File: config.mk
export PLATFORM = sky130hd
export DESIGN_NAME = mcs_selector
export DESIGN_NICKNAME = d
export VERILOG_FILES = /design/src/rtl/mcs_pkg.sv /design/src/rtl/mcs_selector.sv /design/src/rtl/mcs_precharge.sv
export SDC_FILE = /design/constraint.sdc
export NUM_CORES = 2
export LEC_CHECK = 0
export ABC_AREA = 1
export ABC_CLOCK_PERIOD_IN_PS = 4770
export BUFFER_PORTS_ARGS = -buffer_cell sky130_fd_sc_hd__buf_2
export CAP_MARGIN = 40
export CORE_MARGIN = 2
export CORE_UTILIZATION = 50
export CTS_CLUSTER_DIAMETER = 80
export DETAILED_ROUTE_END_ITERATION = 8
export PLACE_DENSITY = 0.7
export REMOVE_ABC_BUFFERS = 1
export SYNTH_ARGS = -nofsm -noshare
export SYNTH_HDL_FRONTEND = slang
export SYNTH_SLANG_ARGS = --single-unit
File: constraint.sdc
create_clock -name pclk -period 4.77 [get_ports pclk]
set_clock_uncertainty 0.1 [all_clocks]
set_input_delay 0.954 -clock pclk [delete_from_list [all_inputs] [get_ports pclk]]
set_output_delay 0.954 -clock pclk [all_outputs]
set_load 0.02 [all_outputs]
File: src/rtl/mcs_pkg.sv
/*
  Package for the multi-setup selector: register map, field codes, timing.
  Assumes a 100 MHz APB clock and a single drive controller around it.
*/
package mcs_pkg;
  localparam int          NSETUP     = 4;
  localparam int          NGROUP     = 5;
  localparam int          NDIN       = 16;
  localparam int          NRELAY     = 8;
  localparam int          NDOUT      = 4;
  // Register byte offsets
  localparam logic [11:0] REG_CTRL   = 12'h000;
  localparam logic [11:0] REG_SRC    = 12'h004;
  localparam logic [11:0] REG_STATUS = 12'h008;
  localparam logic [11:0] REG_IRQ_ST = 12'h00C;
  localparam logic [11:0] REG_IRQ_EN = 12'h010;
  localparam logic [11:0] REG_IRQ_CL = 12'h014;
  localparam logic [11:0] REG_PRECH  = 12'h018;
  localparam logic [11:0] REG_HW     = 12'h01C;
  localparam logic [11:0] REG_WORK   = 12'h020;
  localparam logic [11:0] REG_COMM   = 12'h024;
  localparam logic [11:0] REG_IND    = 12'h028;
  localparam logic [11:0] REG_TUNE   = 12'h02C;
  localparam logic [11:0] REG_THERM  = 12'h030;
  localparam logic [11:0] REG_SLOT   = 12'h040;
  // Control fields
  localparam int          CTRL_MM    = 0;
  localparam int          CTRL_AUTO  = 1;
  localparam int          CTRL_STORE = 2;
  localparam int          CTRL_UNLK  = 3;
  localparam int          CTRL_IOPRF = 4;
  // Source code: 0 none, 1..16 digital input, 17..31 command bit 1..15
  localparam logic [4:0]  SRC_NONE   = 5'h00;
  localparam logic [4:0]  SRC_DI_LO  = 5'h01;
  localparam logic [4:0]  SRC_DI_HI  = 5'h10;
  localparam logic [4:0]  SRC_CMD0   = 5'h10;
  localparam logic [4:0]  SRC_CMD_IO = 5'h1A;
  // Precharge output code: 0 none, 1..8 relay, 9..12 digital output
  localparam logic [3:0]  PCO_NONE   = 4'h0;
  localparam logic [3:0]  PCO_RL_HI  = 4'h8;
  localparam logic [3:0]  PCO_DO_HI  = 4'hC;
  // Charge time in units of 10 ms
  localparam int          TICK_MS    = 10;
  localparam int          CLK_MHZ    = 100;
  localparam int          TICK_CYC   = TICK_MS * 1000 * CLK_MHZ;
  localparam logic [9:0]  CHG_MAX    = 10'h3E8;
  // Interrupt bits
  localparam int          IRQ_EMPTY  = 0;
  localparam int          IRQ_HWMM   = 1;
  localparam int          IRQ_SWITCH = 2;
  localparam int          IRQ_CHGDN  = 3;
  localparam int          IRQ_W      = 4;
  localparam logic [31:0] SLVERR_RD  = 32'h0000_0000;
  typedef enum logic [2:0] {
    MCS_IDLE  = 3'b001,
    MCS_CHG   = 3'b010,
    MCS_READY = 3'b100
  } mcs_pre_t;
endpackage

File: src/rtl/mcs_selector.sv
/*
  Multi-setup selector top: APB registers, setup memory, switch control.
  Assumes synchronous drive inputs and an APB master on pclk.
*/
// Local design decisions: the placing of the registers and the APB slave port.
`timescale 1ns/100ps
`default_nettype none
module mcs_selector (
  // APB
  input  wire logic                       pclk,
  input  wire logic                       presetn,
  input  wire logic                       psel,
  input  wire logic                       penable,
  input  wire logic                       pwrite,
  input  wire logic [11:0]                paddr,
  input  wire logic [31:0]                pwdata,
  output logic [31:0]                     prdata,
  output logic                            pready,
  output logic                            pslverr,
  // Drive side
  input  wire logic [mcs_pkg::NDIN-1:0]   din,
  input  wire logic [15:0]                cmd_word,
  input  wire logic                       drive_stopped,
  input  wire logic [7:0]                 hw_installed,
  input  wire logic                       dc_bus_on,
  input  wire logic [mcs_pkg::NSETUP-1:0] motor_heating,
  // Results
  output logic [1:0]                      active_setup,
  output logic                            drive_locked,
  output logic                            empty_slot_lock,
  output logic                            hw_mismatch_lock,
  output logic                            autotune_req,
  output logic [mcs_pkg::NSETUP-1:0]      setup_ind_out,
  output logic [mcs_pkg::NRELAY-1:0]      relay_out,
  output logic [mcs_pkg::NDOUT-1:0]       dout_out,
  output logic                            irq
);
  logic [31:0] work_ff [mcs_pkg::NGROUP];
  logic [31:0] slot_ff [mcs_pkg::NSETUP][mcs_pkg::NGROUP];
  logic [7:0]  slot_hw_ff [mcs_pkg::NSETUP];
  logic [15:0] thermal_ff [mcs_pkg::NSETUP];
  logic [31:0] autotune_ff [mcs_pkg::NSETUP];
  logic [mcs_pkg::NSETUP-1:0] slot_valid_ff;
  logic [mcs_pkg::NSETUP-1:0] ind_en_ff;
  logic [31:0] comm_ff;
  logic        multi_motor_select_ff;
  logic        power_up_autotune_ff;
  logic        io_profile_ff;
  logic [4:0]  setup_select_bit0_ff;
  logic [4:0]  setup_select_bit1_ff;
  logic [3:0]  precharge_output_assign_ff;
  logic [9:0]  precharge_charge_time_ff;
  logic [1:0]  active_ff;
  logic        pending_ff;
  logic        empty_ff;
  logic        hwmm_ff;
  logic        at_done_ff;
  logic [mcs_pkg::IRQ_W-1:0] irq_st_ff;
  logic [mcs_pkg::IRQ_W-1:0] irq_en_ff;
  logic [31:0] prdata_ff;
  logic        charge_done;
  logic        charge_done_d_ff;
  logic        sel_b0;
  logic        sel_b1;
  logic [1:0]  sel_idx;
  logic        do_switch;
  logic        wr;
  logic        rd;
  logic        store;
  logic [mcs_pkg::IRQ_W-1:0] irq_set;
  logic [31:0] rd_mux;
  logic        rd_err;
  logic [1:0]  tune_idx;

  // Resolve one select source to a level
  function automatic logic src_level(input logic [4:0] src, input logic [15:0] di,
                                     input logic [15:0] cw, input logic iop);
    logic r;
    r = 1'b0;
    if (src == mcs_pkg::SRC_NONE) begin
      r = 1'b0;
    end else if (src <= mcs_pkg::SRC_DI_HI) begin
      r = di[4'(src - mcs_pkg::SRC_DI_LO)];
    end else if (src <= mcs_pkg::SRC_CMD_IO) begin
      r = iop & cw[4'(src - mcs_pkg::SRC_CMD0)];
    end else begin
      r = cw[4'(src - mcs_pkg::SRC_CMD0)];
    end
    return r;
  endfunction

  // Group index within the slot window
  function automatic logic [2:0] grp_of(input logic [11:0] a);
    logic [11:0] off;
    off = a - mcs_pkg::REG_SLOT;
    return off[6:4];
  endfunction

  assign sel_b0  = src_level(setup_select_bit0_ff, din, cmd_word, io_profile_ff);
  assign sel_b1  = src_level(setup_select_bit1_ff, din, cmd_word, io_profile_ff);
  assign sel_idx = {sel_b1, sel_b0};
  assign tune_idx = multi_motor_select_ff ? active_ff : 2'h0;
  assign do_switch = drive_stopped && (sel_idx != active_ff);
  assign wr    = psel && penable && pwrite;
  assign rd    = psel && !penable && !pwrite;
  assign store = wr && paddr == mcs_pkg::REG_CTRL && pwdata[mcs_pkg::CTRL_STORE];

  // APB configuration registers
  always_ff @(posedge pclk or negedge presetn) begin
    if (!presetn) begin
      multi_motor_select_ff      <= 1'b0;
      power_up_autotune_ff       <= 1'b0;
      io_profile_ff              <= 1'b0;
      setup_select_bit0_ff       <= mcs_pkg::SRC_NONE;
      setup_select_bit1_ff       <= mcs_pkg::SRC_NONE;
      precharge_output_assign_ff <= mcs_pkg::PCO_NONE;
      precharge_charge_time_ff   <= 10'h000;
      ind_en_ff                  <= '0;
      comm_ff                    <= 32'h0000_0000;
      irq_en_ff                  <= '0;
    end else if (wr) begin
      case (paddr)
        mcs_pkg::REG_CTRL: begin
          multi_motor_select_ff <= pwdata[mcs_pkg::CTRL_MM];
          power_up_autotune_ff  <= pwdata[mcs_pkg::CTRL_AUTO];
          io_profile_ff         <= pwdata[mcs_pkg::CTRL_IOPRF];
        end
        mcs_pkg::REG_SRC: begin
          setup_select_bit0_ff <= pwdata[4:0];
          setup_select_bit1_ff <= pwdata[12:8];
        end
        mcs_pkg::REG_PRECH: begin
          precharge_output_assign_ff <= pwdata[3:0];
          if (pwdata[3:0] != mcs_pkg::PCO_NONE && pwdata[25:16] <= mcs_pkg::CHG_MAX) begin
            precharge_charge_time_ff <= pwdata[25:16];
          end
        end
        mcs_pkg::REG_COMM: comm_ff <= pwdata;
        mcs_pkg::REG_IND:  ind_en_ff <= pwdata[3:0];
        mcs_pkg::REG_IRQ_EN: irq_en_ff <= pwdata[mcs_pkg::IRQ_W-1:0];
        default: ;
      endcase
    end
  end

  // Working set: written by software, reloaded on switch from a valid slot with matching hardware
  always_ff @(posedge pclk or negedge presetn) begin
    if (!presetn) begin
      for (int g = 0; g < mcs_pkg::NGROUP; g++) begin
        work_ff[g] <= 32'h0000_0000;
      end
    end else if (do_switch && slot_valid_ff[sel_idx] && slot_hw_ff[sel_idx] == hw_installed) begin
      for (int g = 0; g < mcs_pkg::NGROUP; g++) begin
        // Motor group stays shared in single-motor mode
        if (g != 0 || multi_motor_select_ff) begin
          work_ff[g] <= slot_ff[sel_idx][g];
        end
      end
    end else if (wr && paddr >= mcs_pkg::REG_WORK && paddr < mcs_pkg::REG_COMM) begin
      work_ff[0] <= (paddr == mcs_pkg::REG_WORK) ? pwdata : work_ff[0];
    end else if (wr && paddr >= mcs_pkg::REG_SLOT && paddr < mcs_pkg::REG_SLOT + 12'h050 && paddr[3:2] == 2'h0) begin
      work_ff[grp_of(paddr)] <= pwdata;
    end
  end

  // Slot store
  always_ff @(posedge pclk or negedge presetn) begin
    if (!presetn) begin
      slot_valid_ff <= '0;
      for (int s = 0; s < mcs_pkg::NSETUP; s++) begin
        slot_hw_ff[s] <= 8'h00;
        for (int g = 0; g < mcs_pkg::NGROUP; g++) begin
          slot_ff[s][g] <= 32'h0000_0000;
        end
      end
    end else if (store) begin
      slot_valid_ff[sel_idx] <= 1'b1;
      slot_hw_ff[sel_idx]    <= hw_installed;
      for (int g = 0; g < mcs_pkg::NGROUP; g++) begin
        slot_ff[sel_idx][g] <= work_ff[g];
      end
    end
  end

  // Active setup, locks and pending flag
  always_ff @(posedge pclk or negedge presetn) begin
    if (!presetn) begin
      active_ff  <= 2'h0;
      pending_ff <= 1'b0;
      empty_ff   <= 1'b0;
      hwmm_ff    <= 1'b0;
    end else begin
      pending_ff <= !drive_stopped && (sel_idx != active_ff);
      if (do_switch) begin
        active_ff <= sel_idx;
        empty_ff  <= !slot_valid_ff[sel_idx];
        hwmm_ff   <= slot_valid_ff[sel_idx] && slot_hw_ff[sel_idx] != hw_installed;
      end else if (wr && paddr == mcs_pkg::REG_CTRL && pwdata[mcs_pkg::CTRL_UNLK]) begin
        empty_ff <= 1'b0;
        hwmm_ff  <= 1'b0;
      end
    end
  end

  // Autotune store and power-up request
  always_ff @(posedge pclk or negedge presetn) begin
    if (!presetn) begin
      at_done_ff <= 1'b0;
      for (int m = 0; m < mcs_pkg::NSETUP; m++) begin
        autotune_ff[m] <= 32'h0000_0000;
      end
    end else begin
      if (power_up_autotune_ff && multi_motor_select_ff && drive_stopped) begin
        at_done_ff <= 1'b1;
      end
      if (wr && paddr == mcs_pkg::REG_TUNE) begin
        autotune_ff[tune_idx] <= pwdata;
      end
    end
  end

  // Per-motor thermal state, volatile
  always_ff @(posedge pclk or negedge presetn) begin
    if (!presetn) begin
      for (int m = 0; m < mcs_pkg::NSETUP; m++) begin
        thermal_ff[m] <= 16'h0000;
      end
    end else begin
      for (int m = 0; m < mcs_pkg::NSETUP; m++) begin
        // Heating while driven, cooling at all other times including stops
        if (motor_heating[m] && thermal_ff[m] != 16'hFFFF) begin
          thermal_ff[m] <= thermal_ff[m] + 16'h0001;
        end else if (!motor_heating[m] && thermal_ff[m] != 16'h0000) begin
          thermal_ff[m] <= thermal_ff[m] - 16'h0001;
        end
      end
    end
  end

  mcs_precharge u_pre (
    .pclk        (pclk),
    .presetn     (presetn),
    .bus_on      (dc_bus_on),
    .assign_sel  (precharge_output_assign_ff),
    .charge_time (precharge_charge_time_ff),
    .relay_out   (relay_out),
    .dout_out    (dout_out),
    .charge_done (charge_done)
  );

  // Interrupt status, set wins over clear
  assign irq_set = {charge_done && !charge_done_d_ff, do_switch,
                    do_switch && slot_valid_ff[sel_idx] && slot_hw_ff[sel_idx] != hw_installed,
                    do_switch && !slot_valid_ff[sel_idx]};
  always_ff @(posedge pclk or negedge presetn) begin
    if (!presetn) begin
      irq_st_ff        <= '0;
      charge_done_d_ff <= 1'b0;
    end else begin
      charge_done_d_ff <= charge_done;
      irq_st_ff <= (irq_st_ff & ~((wr && paddr == mcs_pkg::REG_IRQ_CL) ?
                   pwdata[mcs_pkg::IRQ_W-1:0] : '0)) | irq_set;
    end
  end

  // Read mux
  always_comb begin
    rd_mux = 32'h0000_0000;
    rd_err = 1'b0;
    case (paddr)
      mcs_pkg::REG_CTRL:   rd_mux = {27'h0, io_profile_ff, 2'h0, power_up_autotune_ff, multi_motor_select_ff};
      mcs_pkg::REG_SRC:    rd_mux = {19'h0, setup_select_bit1_ff, 3'h0, setup_select_bit0_ff};
      mcs_pkg::REG_STATUS: rd_mux = {24'h0, slot_valid_ff, hwmm_ff, empty_ff, pending_ff, 1'b0} | {30'h0, active_ff} << 8;
      mcs_pkg::REG_IRQ_ST: rd_mux = {28'h0, irq_st_ff};
      mcs_pkg::REG_IRQ_EN: rd_mux = {28'h0, irq_en_ff};
      mcs_pkg::REG_PRECH:  rd_mux = {6'h0, precharge_charge_time_ff, 11'h0, charge_done, precharge_output_assign_ff};
      mcs_pkg::REG_HW:     rd_mux = {24'h0, hw_installed};
      mcs_pkg::REG_WORK:   rd_mux = work_ff[0];
      mcs_pkg::REG_COMM:   rd_mux = comm_ff;
      mcs_pkg::REG_IND:    rd_mux = {28'h0, ind_en_ff};
      mcs_pkg::REG_TUNE:   rd_mux = autotune_ff[tune_idx];
      mcs_pkg::REG_THERM:  rd_mux = {16'h0, thermal_ff[active_ff]};
      mcs_pkg::REG_IRQ_CL: rd_mux = 32'h0000_0000;
      default: begin
        if (paddr >= mcs_pkg::REG_SLOT && paddr < mcs_pkg::REG_SLOT + 12'h050) begin
          rd_mux = work_ff[grp_of(paddr)];
        end else begin
          rd_mux = mcs_pkg::SLVERR_RD;
          rd_err = 1'b1;
        end
      end
    endcase
  end

  always_ff @(posedge pclk or negedge presetn) begin
    if (!presetn) begin
      prdata_ff <= 32'h0000_0000;
    end else if (rd) begin
      prdata_ff <= rd_mux;
    end
  end

  assign prdata           = prdata_ff;
  assign pready           = 1'b1;
  assign pslverr          = psel && penable && rd_err;
  assign active_setup     = active_ff;
  assign empty_slot_lock  = empty_ff;
  assign hw_mismatch_lock = hwmm_ff;
  assign drive_locked     = empty_ff | hwmm_ff;
  assign autotune_req     = power_up_autotune_ff && multi_motor_select_ff && !at_done_ff;
  assign irq              = |(irq_st_ff & irq_en_ff);
  always_comb begin
    for (int i = 0; i < mcs_pkg::NSETUP; i++) begin
      setup_ind_out[i] = ind_en_ff[i] && (active_ff == 2'(i));
    end
  end
endmodule // mcs_selector
`default_nettype wire

File: src/rtl/mcs_precharge.sv
/*
  Precharge contactor sequencer and output router.
  Assumes enable comes from the drive's supply logic and mcs_pkg timing.
*/
`timescale 1ns/100ps
`default_nettype none
module mcs_precharge #(
  parameter int TICK_CYC = mcs_pkg::TICK_CYC
) (
  // Clock and reset
  input  wire logic                     pclk,
  input  wire logic                     presetn,
  // Control
  input  wire logic                     bus_on,
  input  wire logic [3:0]               assign_sel,
  input  wire logic [9:0]               charge_time,
  // Outputs
  output logic [mcs_pkg::NRELAY-1:0]    relay_out,
  output logic [mcs_pkg::NDOUT-1:0]     dout_out,
  output logic                          charge_done
);
  mcs_pkg::mcs_pre_t state_ff;
  logic [31:0]       tick_ff;
  logic [9:0]        cnt_ff;
  logic              contact;

  // Charge sequencing
  always_ff @(posedge pclk or negedge presetn) begin
    if (!presetn) begin
      state_ff <= mcs_pkg::MCS_IDLE;
      tick_ff  <= 32'h0000_0000;
      cnt_ff   <= 10'h000;
    end else begin
      case (state_ff)
        mcs_pkg::MCS_IDLE: begin
          tick_ff <= 32'h0000_0000;
          cnt_ff  <= 10'h000;
          if (bus_on && assign_sel != mcs_pkg::PCO_NONE) begin
            state_ff <= mcs_pkg::MCS_CHG;
          end
        end
        mcs_pkg::MCS_CHG: begin
          if (!bus_on) begin
            state_ff <= mcs_pkg::MCS_IDLE;
          end else if (cnt_ff >= charge_time) begin
            state_ff <= mcs_pkg::MCS_READY;
          end else if (tick_ff == 32'(TICK_CYC - 1)) begin
            tick_ff <= 32'h0000_0000;
            cnt_ff  <= cnt_ff + 10'h001;
          end else begin
            tick_ff <= tick_ff + 32'h0000_0001;
          end
        end
        mcs_pkg::MCS_READY: begin
          if (!bus_on || assign_sel == mcs_pkg::PCO_NONE) begin
            state_ff <= mcs_pkg::MCS_IDLE;
          end
        end
        default: state_ff <= mcs_pkg::MCS_IDLE;
      endcase
    end
  end

  assign contact     = (state_ff == mcs_pkg::MCS_READY);
  assign charge_done = contact;

  // Output routing
  always_ff @(posedge pclk or negedge presetn) begin
    if (!presetn) begin
      relay_out <= '0;
      dout_out  <= '0;
    end else begin
      relay_out <= '0;
      dout_out  <= '0;
      if (contact && assign_sel != mcs_pkg::PCO_NONE) begin
        if (assign_sel <= mcs_pkg::PCO_RL_HI) begin
          relay_out[3'(assign_sel - 4'h1)] <= 1'b1;
        end else if (assign_sel <= mcs_pkg::PCO_DO_HI) begin
          dout_out[2'(assign_sel - 4'h9)] <= 1'b1;
        end
      end
    end
  end
endmodule // mcs_precharge
`default_nettype wire

Word-level counts from Yosys, hierarchy flattened --
Index checks and enable logic that the tools add are counted.
Word-level totals: register bits 1195, memories 0, bits of input ports 95, latch bits 0, output and inout bits 57, word-level logic and storage cells 351, RAM bits 0, ROM bits 0
Operators by class: equality and inequality tests 35, order comparisons 29, div/mod/pow operators 0, bitwise operators 13, $add $sub $neg 17, reduce and logical (&&, ||, !) cells 94, mux-type cells 102, multipliers 0, shift-type cells 0
Operator list (count):
- 640-bit bitwise mux | 5
- 160-bit demux with 2-bit select | 5
- 160-bit two-way mux | 5
- 32-bit two-way mux | 14
- 32-bit one-hot mux with 13 select lines | 1
- 160-bit binary-select mux with 2-bit select | 1
- 128-bit two-way mux | 2
- 160-bit bitwise mux | 1
- 16-bit two-way mux | 10
- 128-bit bitwise mux | 1
- 32-bit binary-select mux with 3-bit select | 1
- 32-bit demux with 3-bit select | 1
- 96-bit two-way mux | 1
- 16-bit by 1-bit adder with 16-bit output (second input constant) | 4
- 32-bit binary-select mux with 2-bit select | 1
- 32-bit demux with 2-bit select | 1
- 64-bit two-way mux | 1
- 16-bit != test (second input constant) | 4
- 32-bit one-hot mux with 2 select lines | 1
- 16-bit nonzero test | 4
- 16-bit by 1-bit subtractor with 16-bit output (second input constant) | 4
- 12-bit by 6-bit == test with 1-bit output (second input constant) | 5
- 12-bit by 5-bit == test with 1-bit output (second input constant) | 4
- 1-bit logical AND | 48
- 75 further kinds | 165

Logic depth before layout (Yosys ltp) --
word-level depth 17, mapped depth 28, mapped depth without buffers 25

Modules after synthesis --
Synthesis repeated with hierarchy kept, for this count alone.
Unflattened totals: cells, all modules 7014, area, all modules 57375.0 um^2
Modules (own cells, without submodules):
- mcs_selector | area an instance 53303.6 um^2, sequential area each 28477.3 um^2, instances 1, cells each 6406
- mcs_precharge | area an instance 4071.4 um^2, sequential area each 1427.6 um^2, instances 1, cells each 608

Least setup slack after synthesis --
No wires, ideal clock.
path type register to register, start register thermal_ff[32] (netlist bit), end register thermal_ff[45] (netlist bit), required time 4538 ps, cell stages (with the launch flop) 17, slack 258 ps, clock period less this slack 4512 ps, library setup time 132 ps, data arrival time 4279 ps, path buffers 0, cells stage by stage dfrtp_1 > nand4_1 > o41ai_1 > ha_1 > a21oi_1 > nand2_1 > a21oi_1 > inv_1 > a21oi_1 > o21bai_1 > nand2_1 > nand2_1 > a21oi_1 > o21ai_0 > a21oi_1 > xor2_1 > a21oi_1
Between the ends: word-level cells in the longest chain between the ends 3, elaborated cells on any way between the ends 9, classes of those cells add/sub (2); eq/ne (1); mux (2); reduce/logical (4)
RTL lines:
- from (decl) | line mcs_selector.sv:41 | logic [15:0] thermal_ff [mcs_pkg::NSETUP];
- from (signal, indexed assignment) | line mcs_selector.sv:232 | thermal_ff[m] <= thermal_ff[m] + 16'h0001;
- from (signal, indexed assignment) | line mcs_selector.sv:234 | thermal_ff[m] <= thermal_ff[m] - 16'h0001;
- 16-bit by 1-bit subtractor with 16-bit output (tied with other cells) | line mcs_selector.sv:234
- 16-bit two-way mux (tied with other cells) | line mcs_selector.sv:233 | end else if (!motor_heating[m] && thermal_ff[m] != 16'h0000) begin
- 16-bit two-way mux / 2-bit nonzero test (equally long branches)
Parallel ways exist; a longest one is shown, timed or not. The select of a mux whose other input is x is not followed. A chain may end at the register's enable or synchronous reset.

Final worst setup path --
start input paddr[6], end output pslverr
Between the ends: word-level cells in the longest chain between the ends 5, elaborated cells on any way between the ends 20, classes of those cells order compare (2); eq/ne (12); mux (2); reduce/logical (4)
RTL lines:
- from (decl) | line mcs_selector.sv:15 | input wire logic [11:0] paddr,
- 12-bit by 7-bit greater-or-equal comparator with 1-bit output / 12-bit by 8-bit < comparator with 1-bit output (equally long branches) | line mcs_selector.sv:285 | if (paddr >= mcs_pkg::REG_SLOT && paddr < mcs_pkg::REG_SLOT + 12'h050) begin
- 1-bit logical AND | line mcs_selector.sv:285
- 1-bit two-way mux | line mcs_selector.sv:285
- 1-bit two-way mux * | line mcs_selector.sv:270 | case (paddr)
- 1-bit logical AND * | line mcs_selector.sv:305 | assign pslverr = psel && penable && rd_err;
- to (decl) | line mcs_selector.sv:19 | output logic pslverr,
Mark *: on every way between the ends. The rest lies on a longest branch, timed or not.

==> flow_metrics.tcl <==
set metrics [dict create \
    yosysTopAreaCell "dfrtp_1" \
    grt-ovfl-total 0 \
    fillers 9941 \
    grt_pass1_wl_um 282900 \
    root_buffer "clkbuf_16" \
    drc_errors 0 \
    postCtsHoldBufs 0 \
    drt-pass1-iter-count 8 \
    grt_pass1_vias 47270 \
    postRouteAntennaNets 0 \
    ys_ff_latch 1195 \
    numPlacedInstances 8087 \
    multi_input_area_mm2 0.02306 \
    dieWidth_um 339.2 \
    cts_tree "built" \
    fp-row-count 122 \
    tightest_slew_ns 1.484 \
    async_flop_share_pct 100.0 \
    drive_gt1_share_pct 8.003 \
    h-tree-depth 4 \
    gp_congestion 0.9645 \
    maxSlewViolCount 0 \
    layout.cells.non_filler 8324 \
    finalHoldViolCount 0 \
    pin_count 152 \
    grtUsageTotal_pct 31.40 \
    ir_drop_mv 0.3407 \
    initial_core_util_pct 50.55 \
    netlist_instances 6712 \
    wire_per_inst_um 21.95 \
    yosysWarnings 0 \
    synthTopCellsByCount "nand2_1, dfrtp_1, o21ai_0" \
    regArea_mm2 0.02990 \
    synth_edf_count 0 \
    power_density_mw_per_mm2 389.6 \
    grt_max_degree 235 \
    cts_made_buffers 132 \
    drtIter0Drc 6074 \
    clk_latency_ns 0.77 \
    port_buffers 150 \
    routed_wl_um 182700 \
    nNetsFinal 6908 \
    outcome "finished clean" \
    rsz0062_at_grt "no" \
    max_clock_freq_mhz 217.5 \
    ys_top_cells_by_area "dfrtp_1, nand2_1, o21ai_0" \
    antenna_found_initial 5 \
    vias 50030 \
    hold_class "input pin to asynchronous set/reset pin" \
    seq_area_frac_synth_pct 53.23 \
    cp_max_fo 5 \
    ys.flop_type "dfrtp_1" \
    yosysTopAreaCellShare_pct 53.19 \
    die_h_um 339.2 \
    cp-start-kind "input pin" \
    cap_violations 0 \
    cp.required_ns 3.72 \
    endpoint_kind "primary output" \
    setup_ws_ns 0.1728 \
    finalSetupViolCount 0 \
    timing.final.crit_share_pct 96.38 \
    synth.distinct_cells 61 \
    clk_pin_slew_ns 0.05 \
    detailed_place_hpwl_um 112900 \
    post-synth-top-count-cell "nand2_1" \
    critPathKind "input pin to primary output" \
    period_needed_ns 4.597 \
    vias_per_cell 6.010 \
    area_growth_pct 12.61 \
    post_cts_buffers 0 \
    coreArea_mm2 0.1111 \
    pre_cts_ws_ns 0.2157 \
    cts.sinks 1195 \
    timing.hold.ws_ns 0.1415 \
    netlist_area_mm2 0.05618 \
    fp.dieArea_mm2 0.1151 \
    clockBufferDepth 3 \
    p_leak_uw 0.02911 \
    maxSlewHeadroom_pct 1.036 \
    syn_area_per_cell_um2 8.370 \
    crit_arrival_ns 3.54 \
]
[cells by family (layout without fill, tap and decap cells)]
| group | Yosys count | in the layout | synth area share [%] |
|---|---|---|---|
| AO/OA/AOI/OAI | 1713 | 1713 | 17.48 |
| XOR/XNOR | 65 | 65 | 1.013 |
| adder cells (fa/ha/maj) | 79 | 79 | 1.813 |
| buffers and inverters | 846 | 969 | 5.942 |
| flip-flops | 1195 | 1195 | 53.23 |
| multiplexers | 2 | 2 | 0.03786 |
| other | 1 | 2 | 0.006675 |
| AND/OR/NAND/NOR | 2811 | 2811 | 20.48 |
[routing by layer]
layer	track usage (%)	up-vias	part of all wire, %
met2	48.49	2550	45
met4	12.40	10	4.1
met1	43.13	24320	40
met5	0	-	0.039
met3	7.129	482	10
li1	-	22670	-
[stage by stage]
stage / power, µW / TNS (ns) / utilization [%] / instance area, µm²
2_1_floorplan: 13010 / -6006.79 / - / 54520
3_3_place_gp: 14090 / 0 / 52.78 / 58650
6_report: 24650 / 0 / 56.93 / 63260
3_5_place_dp: 14170 / 0 / 52.88 / 58760
4_1_cts: 24720 / 0 / 56.91 / 63250
5_1_grt: 25560 / 0 / 56.93 / 63260
[report_power, final]
group	internal, µW	switching [µW]
Combinational	1140	1970
Sequential	10500	461
Clock	6230	4370
[critical path, stage by stage]
cell and delay (ns):
buf_2 0.20, nor2_1 0.37, inv_1 0.20, nor2_1 0.14
inv_1 0.12, nor2_1 0.29, inv_1 0.16, nor2_1 0.38
nor3_1 0.10, nand3_1 0.37, nor2_1 0.08, buf_2 0.17
[sequential cells by signal, indices dropped and copies added, names as in the netlist, 10 cells and up]
register                  flops
u_pre.tick_ff                32
slot_hw_ff                   32
work_ff                     160
thermal_ff                   64
autotune_ff                 128
prdata                       32
comm_ff                      32
slot_ff                     640
precharge_charge_time_ff     10
u_pre.cnt_ff                 10
[layout make-up]
type / instances / share of cell area, %
flip-flops and latches: 1195 / 47.27
multi-input cells: 4671 / 36.45
clock buffers: 191 / 6.050
repair buffers: 285 / 3.564
well taps: 1488 / 2.943
inverters: 449 / 2.676
clock inverters: 44 / 1.042
diodes: 1 / 0.003956
[worst paths after layout]
kind | slack [ns] | cells after the start | start | end
min in group pclk | 0.35 | 1 | charge_done_d_ff | irq_st_ff[3]
hold / removal | 0.14 | 1 | presetn | u_pre.tick_ff[15]
setup / recovery | 0.17 | 12 | paddr[6] | pslverr
setup reg to reg | 0.32 | 16 | setup_select_bit1_ff[1] | slot_ff[594]
hold reg to reg | 0.35 | 1 | charge_done_d_ff | irq_st_ff[3]
max in group asynchronous | 3.30 | 2 | presetn | slot_hw_ff[2]
[cell usage in the layout, fill, tap and decap left out, types with 13 or more instances in the layout]
cell | synthesis | layout
o211ai_1 | 13 | 13
inv_1 | 424 | 423
buf_2 | 43 | 150
nor2_1 | 215 | 211
xnor2_1 | 31 | 31
dfrtp_1 | 1194 | 1194
ha_1 | 75 | 75
o21ai_0 | 1046 | 1046
a221oi_1 | 39 | 39
buf_12 | 0 | 36
nand4_1 | 84 | 84
o221ai_1 | 36 | 36
o22ai_1 | 67 | 67
clkinv_2 | 0 | 16
nand3_1 | 387 | 387
inv_2 | 15 | 13
a21oi_1 | 187 | 187
clkbuf_8 | 0 | 26
nor3_1 | 51 | 51
a22oi_1 | 245 | 245
xor2_1 | 34 | 34
clkbuf_1 | 314 | 31
clkbuf_16 | 0 | 134
nor4_1 | 32 | 32
buf_4 | 5 | 97
nand2_1 | 2016 | 2006
[timing repair]
| action | in CTS | in global routing |
|---|---|---|
| endpoints found under the hold margin | 0 | 0 |
| resized for setup | 0 | 1 |
| endpoints found under the setup margin | 0 | 19 |
Note: power is estimated with default switching activity, not from simulation.
